## src/iid_consts.svh

```systemverilog
// register offsets, field positions and reset values of the input interrupt detector
`ifndef IID_CONSTS_SVH
`define IID_CONSTS_SVH

`define IID_NSLOT 8
`define IID_AW 16
`define IID_CW 32

`define IID_OFF_CMD 12'h000
`define IID_OFF_CFG_LVL 12'h004
`define IID_OFF_CFG_SRC 12'h008
`define IID_OFF_ECOUNT 12'h00c
`define IID_OFF_STATE 12'h010
`define IID_OFF_ISTAT 12'h014
`define IID_OFF_IMASK 12'h018

`define IID_CMD_SLOT_MSB 2
`define IID_CMD_SLOT_LSB 0
`define IID_CMD_REG_BIT 3
`define IID_CMD_UNREG_BIT 4
`define IID_CMD_OVW_BIT 5
`define IID_CMD_ANALOG_BIT 6

`define IID_LVL_THR_MSB 15
`define IID_LVL_THR_LSB 0
`define IID_LVL_HYST_MSB 31
`define IID_LVL_HYST_LSB 16

`define IID_SRC_CHAN_MSB 2
`define IID_SRC_CHAN_LSB 0
`define IID_SRC_DIR_BIT 4
`define IID_SRC_EDGE_MSB 9
`define IID_SRC_EDGE_LSB 8

`define IID_STATE_REFUSED_BIT 16
`define IID_ISTAT_REFUSED_BIT 8

`define IID_HYST_DEF 16'h0014
`define IID_HYST_MAX 16'h03e8
`define IID_THR_DEF 16'h0000
`define IID_ECOUNT_DEF 32'h00000001

`endif

```

## src/iid_pkg.sv

```systemverilog
// types shared by the input interrupt detector
package iid_pkg;
	typedef enum logic [1:0] {
		IID_EDGE_FALL = 2'h0,
		IID_EDGE_RISE = 2'h1,
		IID_EDGE_BOTH = 2'h2
	} iid_edge_t;

	typedef enum logic {
		IID_DIR_FALL = 1'b0,
		IID_DIR_RISE = 1'b1
	} iid_adir_t;

	typedef enum logic [1:0] {
		IID_ARM_IDLE = 2'b01,
		IID_ARM_READY = 2'b10
	} iid_arm_t;
endpackage : iid_pkg

```

## src/iid_slot.sv

```systemverilog
// one interrupt slot: analog threshold crossing or digital edge counting
`timescale 1ns/1ps
`include "iid_consts.svh"
module iid_slot #(
	parameter int NCH = 8,
	parameter int AW = 16,
	parameter int CW = 32
) (
	input wire logic pclk,
	input wire logic presetn,
	input wire logic load,
	input wire logic release_slot,
	input wire logic en,
	input wire logic cfg_analog,
	input wire iid_pkg::iid_adir_t cfg_dir,
	input wire iid_pkg::iid_edge_t cfg_edge,
	input wire logic [$clog2(NCH)-1:0] cfg_chan,
	input wire logic [AW-1:0] cfg_thr,
	input wire logic [AW-1:0] cfg_hyst,
	input wire logic [CW-1:0] cfg_count,
	input wire logic [NCH*AW-1:0] ain_bus,
	input wire logic ain_valid,
	input wire logic [NCH-1:0] din_bus,
	output logic fire
);
	logic analog;
	iid_pkg::iid_adir_t dir;
	iid_pkg::iid_edge_t edge_sel;
	logic [$clog2(NCH)-1:0] chan;
	logic [AW-1:0] thr;
	logic [AW-1:0] hyst;
	logic [CW-1:0] target;
	logic [CW-1:0] cnt;
	logic din_prev;
	iid_pkg::iid_arm_t arm;
	iid_pkg::iid_arm_t next_arm;
	logic qual;
	logic ana_hit;

	wire din_now = din_bus[chan];
	wire [AW-1:0] ain_now = ain_bus[chan*AW +: AW];
	wire rise = din_now & ~din_prev;
	wire fall = ~din_now & din_prev;
	// 17-bit sums so a large hysteresis never wraps
	wire above_hi = {1'b0, ain_now} > ({1'b0, thr} + {1'b0, hyst});
	wire below_lo = ({1'b0, ain_now} + {1'b0, hyst}) < {1'b0, thr};
	wire cross_fall = ain_now < thr;
	wire cross_rise = ain_now > thr;
	wire arm_cond = (dir == iid_pkg::IID_DIR_FALL) ? above_hi : below_lo; // [RULE6]
	wire hit_cond = (dir == iid_pkg::IID_DIR_FALL) ? cross_fall : cross_rise; // [RULE4]
	wire [CW-1:0] cnt_inc = cnt + {{(CW-1){1'b0}}, 1'b1};
	wire dig_hit = !analog && qual && (cnt_inc >= target); // [RULE8]

	always_comb begin
		unique case (edge_sel)
			iid_pkg::IID_EDGE_FALL: qual = fall; // [RULE7]
			iid_pkg::IID_EDGE_RISE: qual = rise; // [RULE7]
			iid_pkg::IID_EDGE_BOTH: qual = rise | fall; // [RULE7]
			default: qual = 1'b0;
		endcase
	end

	always_comb begin
		next_arm = arm;
		ana_hit = 1'b0;
		unique case (arm)
			iid_pkg::IID_ARM_IDLE: if (analog && ain_valid && arm_cond) begin
				next_arm = iid_pkg::IID_ARM_READY; // [RULE6]
			end
			iid_pkg::IID_ARM_READY: if (ain_valid && hit_cond) begin
				next_arm = iid_pkg::IID_ARM_IDLE;
				ana_hit = analog; // [RULE5]
			end
			default: next_arm = iid_pkg::IID_ARM_IDLE;
		endcase
	end

	always_ff @(posedge pclk or negedge presetn) begin
		if (!presetn) begin
			analog <= 1'b0;
			dir <= iid_pkg::IID_DIR_FALL;
			edge_sel <= iid_pkg::IID_EDGE_FALL;
			chan <= '0;
			thr <= `IID_THR_DEF;
			hyst <= `IID_HYST_DEF;
			target <= `IID_ECOUNT_DEF;
		end else if (load) begin
			analog <= cfg_analog;
			dir <= cfg_dir;
			edge_sel <= cfg_edge;
			chan <= cfg_chan;
			thr <= cfg_thr;
			hyst <= cfg_hyst;
			target <= cfg_count;
		end
	end

	// a fresh load or release restarts counting and disarms the comparator
	always_ff @(posedge pclk or negedge presetn) begin
		if (!presetn) begin
			cnt <= '0;
			arm <= iid_pkg::IID_ARM_IDLE;
			din_prev <= 1'b0;
			fire <= 1'b0;
		end else if (load || release_slot) begin
			cnt <= '0;
			arm <= iid_pkg::IID_ARM_IDLE;
			din_prev <= din_bus[cfg_chan];
			fire <= 1'b0;
		end else begin
			cnt <= dig_hit ? '0 : (qual && !analog) ? cnt_inc : cnt;
			arm <= next_arm;
			din_prev <= din_now;
			fire <= en && (ana_hit || dig_hit); // [RULE9]
		end
	end

	AST_FIRE_NEEDS_EN: assert property (@(posedge pclk) disable iff (!presetn) // [RULE9]
		fire |-> $past(en) && !$past(load) && !$past(release_slot))
		else $error("slot fired while not enabled");
	AST_ANA_DIR: assert property (@(posedge pclk) disable iff (!presetn) // [RULE4]
		fire && analog |-> $past(hit_cond) && $past(ain_valid))
		else $error("analog fire without crossing in chosen direction");
	AST_ANA_ARMED: assert property (@(posedge pclk) disable iff (!presetn) // [RULE5]
		fire && analog |-> $past(arm) == iid_pkg::IID_ARM_READY)
		else $error("analog fire without hysteresis arming");
	AST_ARM_HYST: assert property (@(posedge pclk) disable iff (!presetn) // [RULE6]
		$rose(arm == iid_pkg::IID_ARM_READY) |-> $past(arm_cond) && $past(ain_valid))
		else $error("armed inside hysteresis window");
	AST_DIG_COUNT: assert property (@(posedge pclk) disable iff (!presetn) // [RULE8]
		fire && !analog |-> $past(qual) && $past(cnt_inc) >= $past(target) && cnt == '0)
		else $error("digital fire before edge count reached");
	COV_ANA_FIRE: cover property (@(posedge pclk) disable iff (!presetn) fire && analog);
	COV_DIG_FIRE: cover property (@(posedge pclk) disable iff (!presetn)
		fire && !analog && edge_sel == iid_pkg::IID_EDGE_BOTH);
endmodule : iid_slot

```

## src/iid_top.sv

```systemverilog
// apb register file and slot bookkeeping of the input interrupt detector
// How it works
// RULE1: eight slots numbered 0 to 7; a zero slot field selects slot 0.
// RULE2: registering an occupied slot is refused; after unregistering it is accepted again.
// RULE3: the overwrite bit lets an occupied slot be registered again.
// RULE4: analog direction 0 fires on falling crossing, 1 on rising crossing.
// RULE5: analog slot fires only when the sample crosses the threshold that way.
// RULE6: hysteresis window around the threshold, default 20 mV, clamped to 0..1000 mV.
// RULE7: edge code 0 falling, 1 rising, 2 both edges.
// RULE8: digital slot counts qualifying edges and fires when the count is reached.
// RULE9: unregistering stops further firing from that slot and frees it.
// RULE10: software opens the input channel before registering an interrupt on it.
// RULE11: inputs are synchronised first; each trigger sets one pending flag.
//
// Our own choices: the address map and the APB slave port.
`timescale 1ns/1ps
`include "iid_consts.svh"
module iid_top #(
	parameter int NSLOT = `IID_NSLOT,
	parameter int NCH = 8,
	parameter int AW = `IID_AW,
	parameter int CW = `IID_CW
) (
	input wire logic pclk,
	input wire logic presetn,
	input wire logic psel,
	input wire logic penable,
	input wire logic pwrite,
	input wire logic [11:0] paddr,
	input wire logic [31:0] pwdata,
	output logic [31:0] prdata,
	output logic pready,
	output logic pslverr,
	input wire logic [NCH*AW-1:0] ain_code,
	input wire logic ain_valid,
	input wire logic [NCH-1:0] din,
	output logic irq
);
	logic [AW-1:0] thr_stage;
	logic [AW-1:0] hyst_stage;
	logic [$clog2(NCH)-1:0] chan_stage;
	iid_pkg::iid_adir_t dir_stage;
	iid_pkg::iid_edge_t edge_stage;
	logic [CW-1:0] count_stage;
	logic [NSLOT-1:0] occupied;
	logic [NSLOT-1:0] analog_kind;
	logic refused;
	logic [NSLOT:0] istat;
	logic [NSLOT:0] imask;
	logic [NCH-1:0] din_meta;
	logic [NCH-1:0] din_sync;
	logic [NCH*AW-1:0] ain_hold;
	logic ain_hold_valid;
	logic [NSLOT-1:0] fire;

	// bus decode
	wire wr = psel && penable && pwrite;
	wire rd_setup = psel && !penable && !pwrite;
	wire sel_cmd = paddr == `IID_OFF_CMD;
	wire sel_lvl = paddr == `IID_OFF_CFG_LVL;
	wire sel_src = paddr == `IID_OFF_CFG_SRC;
	wire sel_ecnt = paddr == `IID_OFF_ECOUNT;
	wire sel_state = paddr == `IID_OFF_STATE;
	wire sel_istat = paddr == `IID_OFF_ISTAT;
	wire sel_imask = paddr == `IID_OFF_IMASK;
	wire addr_hit = sel_cmd | sel_lvl | sel_src | sel_ecnt | sel_state | sel_istat | sel_imask;

	// command decode
	wire [2:0] cmd_slot = pwdata[`IID_CMD_SLOT_MSB:`IID_CMD_SLOT_LSB]; // [RULE1]
	wire [NSLOT-1:0] slot_oh = {{(NSLOT-1){1'b0}}, 1'b1} << cmd_slot; // [RULE1]
	wire do_reg = wr && sel_cmd && pwdata[`IID_CMD_REG_BIT];
	// register wins when both operation bits are set
	wire do_unreg = wr && sel_cmd && pwdata[`IID_CMD_UNREG_BIT] && !pwdata[`IID_CMD_REG_BIT];
	wire busy = occupied[cmd_slot];
	wire ovw = pwdata[`IID_CMD_OVW_BIT];
	wire reg_ok = do_reg && (!busy || ovw); // [RULE2] [RULE3]
	wire reg_refused = do_reg && busy && !ovw; // [RULE2]
	wire [NSLOT-1:0] load_vec = reg_ok ? slot_oh : '0;
	wire [NSLOT-1:0] free_vec = do_unreg ? slot_oh : '0; // [RULE9]
	wire [NSLOT-1:0] next_occupied = (occupied | load_vec) & ~free_vec;
	wire [NSLOT-1:0] next_kind = pwdata[`IID_CMD_ANALOG_BIT] ? (analog_kind | load_vec)
		: (analog_kind & ~load_vec);

	// hysteresis above the limit is clamped rather than rejected
	wire [AW-1:0] hyst_wr = pwdata[`IID_LVL_HYST_MSB:`IID_LVL_HYST_LSB];
	wire [AW-1:0] hyst_clamp = (hyst_wr > `IID_HYST_MAX) ? `IID_HYST_MAX : hyst_wr; // [RULE6]

	// interrupt status: set wins over write-one-to-clear
	wire [NSLOT:0] events = {reg_refused, fire}; // [RULE11]
	wire [NSLOT:0] w1c = (wr && sel_istat) ? pwdata[NSLOT:0] : '0;
	wire [NSLOT:0] next_istat = (istat & ~w1c) | events; // [RULE11]

	wire [31:0] state_word = {15'h0000, refused, analog_kind, occupied};
	wire [31:0] lvl_word = {hyst_stage, thr_stage};
	wire [31:0] src_word = {22'h000000, edge_stage, 3'h0, dir_stage, 1'b0, chan_stage};
	wire [31:0] rd_mux = sel_lvl ? lvl_word
		: sel_src ? src_word
		: sel_ecnt ? count_stage
		: sel_state ? state_word
		: sel_istat ? {23'h000000, istat}
		: sel_imask ? {23'h000000, imask}
		: 32'h00000000;

	assign pready = 1'b1;
	assign pslverr = psel && penable && !addr_hit;
	assign irq = |(istat & imask);

	// two flops on the asynchronous digital lines
	always_ff @(posedge pclk or negedge presetn) begin
		if (!presetn) begin
			din_meta <= '0;
			din_sync <= '0;
		end else begin
			din_meta <= din; // [RULE11]
			din_sync <= din_meta; // [RULE11]
		end
	end

	// analog codes come from converter logic on pclk; one capture stage aligns them
	always_ff @(posedge pclk or negedge presetn) begin
		if (!presetn) begin
			ain_hold <= '0;
			ain_hold_valid <= 1'b0;
		end else begin
			ain_hold_valid <= ain_valid; // [RULE11]
			if (ain_valid) begin
				ain_hold <= ain_code;
			end
		end
	end

	always_ff @(posedge pclk or negedge presetn) begin
		if (!presetn) begin
			prdata <= 32'h00000000;
		end else if (rd_setup) begin
			prdata <= rd_mux;
		end
	end

	always_ff @(posedge pclk or negedge presetn) begin
		if (!presetn) begin
			thr_stage <= `IID_THR_DEF;
			hyst_stage <= `IID_HYST_DEF; // [RULE6]
		end else if (wr && sel_lvl) begin
			thr_stage <= pwdata[`IID_LVL_THR_MSB:`IID_LVL_THR_LSB];
			hyst_stage <= hyst_clamp;
		end
	end

	always_ff @(posedge pclk or negedge presetn) begin
		if (!presetn) begin
			chan_stage <= '0;
			dir_stage <= iid_pkg::IID_DIR_FALL; // [RULE4]
			edge_stage <= iid_pkg::IID_EDGE_FALL; // [RULE7]
		end else if (wr && sel_src) begin
			chan_stage <= pwdata[`IID_SRC_CHAN_MSB:`IID_SRC_CHAN_LSB];
			dir_stage <= iid_pkg::iid_adir_t'(pwdata[`IID_SRC_DIR_BIT]);
			edge_stage <= iid_pkg::iid_edge_t'(pwdata[`IID_SRC_EDGE_MSB:`IID_SRC_EDGE_LSB]);
		end
	end

	always_ff @(posedge pclk or negedge presetn) begin
		if (!presetn) begin
			count_stage <= `IID_ECOUNT_DEF;
		end else if (wr && sel_ecnt) begin
			count_stage <= pwdata;
		end
	end

	always_ff @(posedge pclk or negedge presetn) begin
		if (!presetn) begin
			occupied <= '0;
			analog_kind <= '0;
			refused <= 1'b0;
		end else begin
			occupied <= next_occupied; // [RULE2] [RULE9]
			analog_kind <= next_kind;
			if (do_reg) begin
				refused <= reg_refused; // [RULE2]
			end
		end
	end

	always_ff @(posedge pclk or negedge presetn) begin
		if (!presetn) begin
			istat <= '0;
			imask <= '0;
		end else begin
			istat <= next_istat;
			if (wr && sel_imask) begin
				imask <= pwdata[NSLOT:0];
			end
		end
	end

	// stage registers are shared; each slot copies them only at its own registration
	for (genvar i = 0; i < NSLOT; i++) begin : g_slot
		iid_slot #(
			.NCH(NCH),
			.AW(AW),
			.CW(CW)
		) u_slot (
			.pclk(pclk),
			.presetn(presetn),
			.load(load_vec[i]),
			.release_slot(free_vec[i]),
			.en(occupied[i]),
			.cfg_analog(pwdata[`IID_CMD_ANALOG_BIT]),
			.cfg_dir(dir_stage),
			.cfg_edge(edge_stage),
			.cfg_chan(chan_stage),
			.cfg_thr(thr_stage),
			.cfg_hyst(hyst_stage),
			.cfg_count(count_stage),
			.ain_bus(ain_hold),
			.ain_valid(ain_hold_valid),
			.din_bus(din_sync),
			.fire(fire[i])
		);
	end

	AST_SLOT_ZERO: assert property (@(posedge pclk) disable iff (!presetn) // [RULE1]
		wr && sel_cmd && pwdata[`IID_CMD_REG_BIT] && cmd_slot == 3'h0 && !occupied[0]
		|=> occupied[0])
		else $error("default slot 0 not registered");
	AST_REFUSE: assert property (@(posedge pclk) disable iff (!presetn) // [RULE2]
		do_reg && busy && !ovw |=> refused && istat[`IID_ISTAT_REFUSED_BIT]
		&& analog_kind == $past(analog_kind))
		else $error("occupied slot registration not refused");
	// a freed slot is simply a free one again, so any free slot must be accepted
	AST_REREG_FREE: assert property (@(posedge pclk) disable iff (!presetn) // [RULE2]
		do_reg && !busy |=> !refused && occupied[$past(cmd_slot)])
		else $error("free slot registration not accepted");
	AST_OVERWRITE: assert property (@(posedge pclk) disable iff (!presetn) // [RULE3]
		do_reg && busy && ovw |=> !refused && occupied[$past(cmd_slot)])
		else $error("overwrite registration refused");
	AST_HYST_CLAMP: assert property (@(posedge pclk) disable iff (!presetn) // [RULE6]
		hyst_stage <= `IID_HYST_MAX)
		else $error("hysteresis outside limit");
	AST_UNREG_QUIET: assert property (@(posedge pclk) disable iff (!presetn) // [RULE9]
		do_unreg ##1 !occupied[$past(cmd_slot)] |-> (fire & occupied) == fire)
		else $error("released slot still firing");
	// slot number pinned to the unregister cycle; a back-to-back setup may change pwdata
	AST_UNREG_FREE: assert property (@(posedge pclk) disable iff (!presetn) // [RULE9]
		do_unreg |=> !occupied[$past(cmd_slot)] ##1 !occupied[$past(cmd_slot, 2)])
		else $error("unregister did not free slot");
	AST_PENDING: assert property (@(posedge pclk) disable iff (!presetn) // [RULE11]
		|fire |=> (istat[NSLOT-1:0] & $past(fire)) == $past(fire))
		else $error("trigger lost its pending flag");
	// the first flop is still in reset at the release edge, hence two cycles of grace
	AST_SYNC_DELAY: assert property (@(posedge pclk) disable iff (!presetn) // [RULE11]
		din_sync == $past(din, 2) || !$past(presetn, 2))
		else $error("digital input not two flops late");
	COV_REFUSED: cover property (@(posedge pclk) disable iff (!presetn) reg_refused);
	COV_OVERWRITE: cover property (@(posedge pclk) disable iff (!presetn) do_reg && busy && ovw);
	COV_IRQ: cover property (@(posedge pclk) disable iff (!presetn) $rose(irq));
endmodule : iid_top

```

## config.mk

```make
export PLATFORM = sky130hd
export DESIGN_NAME = iid_top
export DESIGN_NICKNAME = d
export VERILOG_FILES = /design/src/iid_pkg.sv /design/src/iid_slot.sv /design/src/iid_top.sv
export VERILOG_INCLUDE_DIRS = /design/src
export SDC_FILE = /design/constraint.sdc
export NUM_CORES = 2
export LEC_CHECK = 0
export ABC_AREA = 1
export BUFFER_PORTS_ARGS = -buffer_cell sky130_fd_sc_hd__buf_2
export CORE_MARGIN = 2
export CORE_UTILIZATION = 30
export CTS_CLUSTER_SIZE = 10
export DETAILED_ROUTE_END_ITERATION = 7
export RECOVER_POWER = 25
export SYNTH_ARGS = -nofsm -noshare
export SYNTH_HDL_FRONTEND = slang
export SYNTH_SLANG_ARGS = --single-unit
```

## constraint.sdc

```tcl
create_clock -name pclk -period 7.35 [get_ports pclk]
set_clock_uncertainty 0.15 [all_clocks]
set_input_delay 0 -clock pclk [delete_from_list [all_inputs] [get_ports pclk]]
set_output_delay 0 -clock pclk [all_outputs]
set_load 0.01 [all_outputs]
```

==> reports/metrics.csv <==
metric,value,unit
worst-margin pin slew,4730,ps
clock network power share,40.7,%
core area,276000,sq um
Internal Power,11800,uW
Remaining DRCs,131,
footprint of the multi-input gates,47900,sq um
placed cell areas,88300,sq um
critical-path maximum fanout,112,
switch share,32.8,%
Netlist cell types,60,
total CTS buffers,150,
combinational share of power,20.2,%
status,"complete, but fails checks",
final slew viol count,824,
Flop pwr share,39.1,%
pin count of the biggest net entering global routing,151,
Final period util,80.4,%
top cell type by total area after synthesis,dfrtp_1,
Max-slew headroom,-216,%
die area,282000,sq um
Routed wire per std cell,21.6,microns
I/O Buffers,219,
layout cells sized above 1,5.60,%
"most common cell after layout, fill and taps aside",nand2_1,
HPWL Detailed,228,mm
routed vias/inst,5.21,
Place WS,1830,ps
Worst setup EP type,flip-flop,
syn_nets,12385,
RSZ-0062 raised after global routing,false,
first-pass GRT wire length,497,mm
Post-Syn Area,83400,sq um
die height,531,microns
Starting Density,30.2,%
Max IR drop VDD,0.188,mV
ranking of synthesized cells by area,"dfrtp_1 (33%), ha_1 (14%), nand2_1 (13%), o21ai_0 (8.4%), inv_1 (6.1%)",
"FF+latch count, synth",1130,
Filler Cells Inserted,28853,
Routed Antenna Nets,0,
FP Rows,193,
maximum achievable frequency,169,MHz
minimum clock period,5910,ps
clock buffer depth,4,
number of global-route vias before repair,76451,
"Avg Cell Area, Syn",7.40,sq um
share of the synthesized area in the top cell type,32.9,%
DR pass1 iterations,8,
sequential share of the synthesized area,34.0,%
H-tree levels,4,
Worst EP required,7970,ps
Switch Pwr,5750,uW
P_leak,0.0455,uW
Startpoint Class,input port,
"Hold Vio Cnt, Final",0,
clock latency on the worst-skew pair,870,ps
crit path kind,in -> reg,
Total GRT Usage,23.5,%
Pwr per Cell Area,179,nW/um^2
synth warn,0,
"commonest non-fill, non-tap cells in the layout","nand2_1 (2790), o21ai_0 (1399), inv_1 (1361), dfrtp_1 (1087), a21oi_1 (956)",
final wirelength,338,mm
gpl congestion,1.01,
CP arrival,6530,ps
DR iter-0 viols,9871,
fin area,97800,sq um
IO Count,221,
number of synthesized flops with an enable pin,0,
failing checks,"design-rule violations, max-capacitance violations, max-slew violations",
# resized after CTS,0,
final worst setup slack,1440,ps
final number of setup-violating endpoints,0,
FF/Latch Area,28300,sq um
total negative slack,0,ps
Max Cap Viol,8,
grt total ovfl,0,
Die Width,531,microns
clock root buffer,clkbuf_16,
total number of vias,81463,
Worst-path clk slew,60,ps
"FFs w/ async S/R, synth",100,%
Area growth syn-to-layout,17.3,%
CTS tree,done,
# nets final,12912,
top_reg_cell synth,dfrtp_1,
initial antenna violation count,68,
Sink Count,1130,
Syn Inst Count,11271,
worst hold path class,in -> reg,
## power by group through the flow
stage / logic (uW) / clock network [uW] / registers (uW)
floorplan: 2010 / 0 / 6720
global placement: 3190 / 0 / 6930
detailed placement: 3210 / 0 / 6930
CTS: 3440 / 7200 / 6820
global route: 3910 / 7480 / 6860
finish: 3540 / 7140 / 6870
## area by class of cell
| type | count | area share, % |
|---|---|---|
| Sequential cell | 1130 | 29.0 |
| Tap cell | 3705 | 4.74 |
| Antenna cell | 48 | 0.123 |
| Multi-Input combinational cell | 8259 | 49.0 |
| Timing Repair Buffer | 816 | 6.95 |
| Clock buffer | 233 | 4.48 |
| Inverter | 1441 | 5.53 |
| Clock inverter | 17 | 0.203 |
## Yosys cell counts, types with 3 or more instances
cell type,number
a211oi_1,15
a21boi_0,31
a21o_1,37
a21oi_1,956
a221oi_1,108
a22oi_1,6
a31oi_1,143
buf_1,25
buf_2,63
buf_4,3
buf_6,9
clkbuf_1,341
clkinv_1,63
dfrtp_1,1095
dfstp_2,35
fa_1,16
ha_1,912
inv_1,1361
inv_2,17
mux2_2,51
nand2_1,2790
nand2_2,4
nand2_4,3
nand3_1,270
nand3_2,6
nand3b_1,26
nand4_1,117
nor2_1,461
nor2_2,9
nor3_1,128
nor3b_1,3
nor4_1,36
o2111ai_1,12
o211ai_1,32
o21a_1,26
o21ai_0,1399
o21ai_1,163
o21bai_1,14
o221ai_1,20
o22ai_1,17
o31ai_1,11
xnor2_1,103
xor2_1,312
## flip-flops by register name, summed over array words and instances, names as in the netlist, 9 cells and up, named ones only
register / cells
g_slot.u_slot.cnt: 256
g_slot.u_slot.target: 256
ain_hold: 128
g_slot.u_slot.hyst: 128
g_slot.u_slot.thr: 128
count_stage: 32
prdata: 32
g_slot.u_slot.chan: 24
g_slot.u_slot.arm: 16
g_slot.u_slot.edge_sel: 16
hyst_stage: 16
thr_stage: 16
imask: 9
istat: 9
## layer usage
metal	wire length, microns	global-route usage, %	part of all wire (%)	vias up
met1	134000	29.2	40	37680
met5	254	0.410	0.075	-
met2	146000	35.9	43	3831
met3	33100	6.71	9.8	1251
met4	24500	14.6	7.3	16
li1	-	-	-	38685
## path summary, 6_finish.rpt
| path | start | to | slack (ps) | cells past startpoint |
|---|---|---|---|---|
| min in group asynchronous | presetn | g_slot[5].u_slot.hyst[4]$_DFFE_PN1P_ | 980 | 3 |
| max in group asynchronous | presetn | g_slot[1].u_slot.chan[0]$_DFFE_PN0P_ | 1710 | 4 |
| min | pwdata[0] | thr_stage[0]$_DFFE_PN0P_ | 50 | 4 |
| min reg2reg | din_meta[4]$_DFF_PN0_ | din_sync[4]$_DFF_PN0_ | 190 | 0 |
| max | ain_valid | ain_hold[115]$_DFFE_PN0P_ | 1440 | 6 |
| max reg2reg | ain_hold[96]$_DFFE_PN0P_ | g_slot[4].u_slot.arm[1]$_DFFE_PN0P_ | 1640 | 28 |
## logic make-up after synthesis
family,share of synthesized area [%]
buffers and inverters,8.66
other,0.00450
AOI/OAI and AO/OA,19.4
adders and majority gates,14.1
and+or+nand+nor,18.8
xor gates and xnor gates,4.36
DFF,34.0
muxes,0.689
## repair_timing
action	CTS	global route
setup buffers	0	0
hold buffers	484	0
setup endpoints to repair	0	0
hold endpoints to repair	1103	0
## metrics by stage
stage	util (%)	total power [uW]	hold WS [ps]	cells
floorplan	-	8730	-446	11271
global placement	31.9	10100	-127	14867
detailed placement	31.9	10100	-126	14867
CTS	35.4	17500	1.65	15601
global route	35.3	18200	50.9	15619
finish	35.4	17500	52.1	15649
## worst max-delay path, stage by stage
cell           delay, ps
dlygate4sd3_1        520
clkbuf_1            3300
nand2_1              940
dlygate4sd3_1        970
o21ai_0              140
dlygate4sd3_1        630
(Power assumes the default switching activity.)
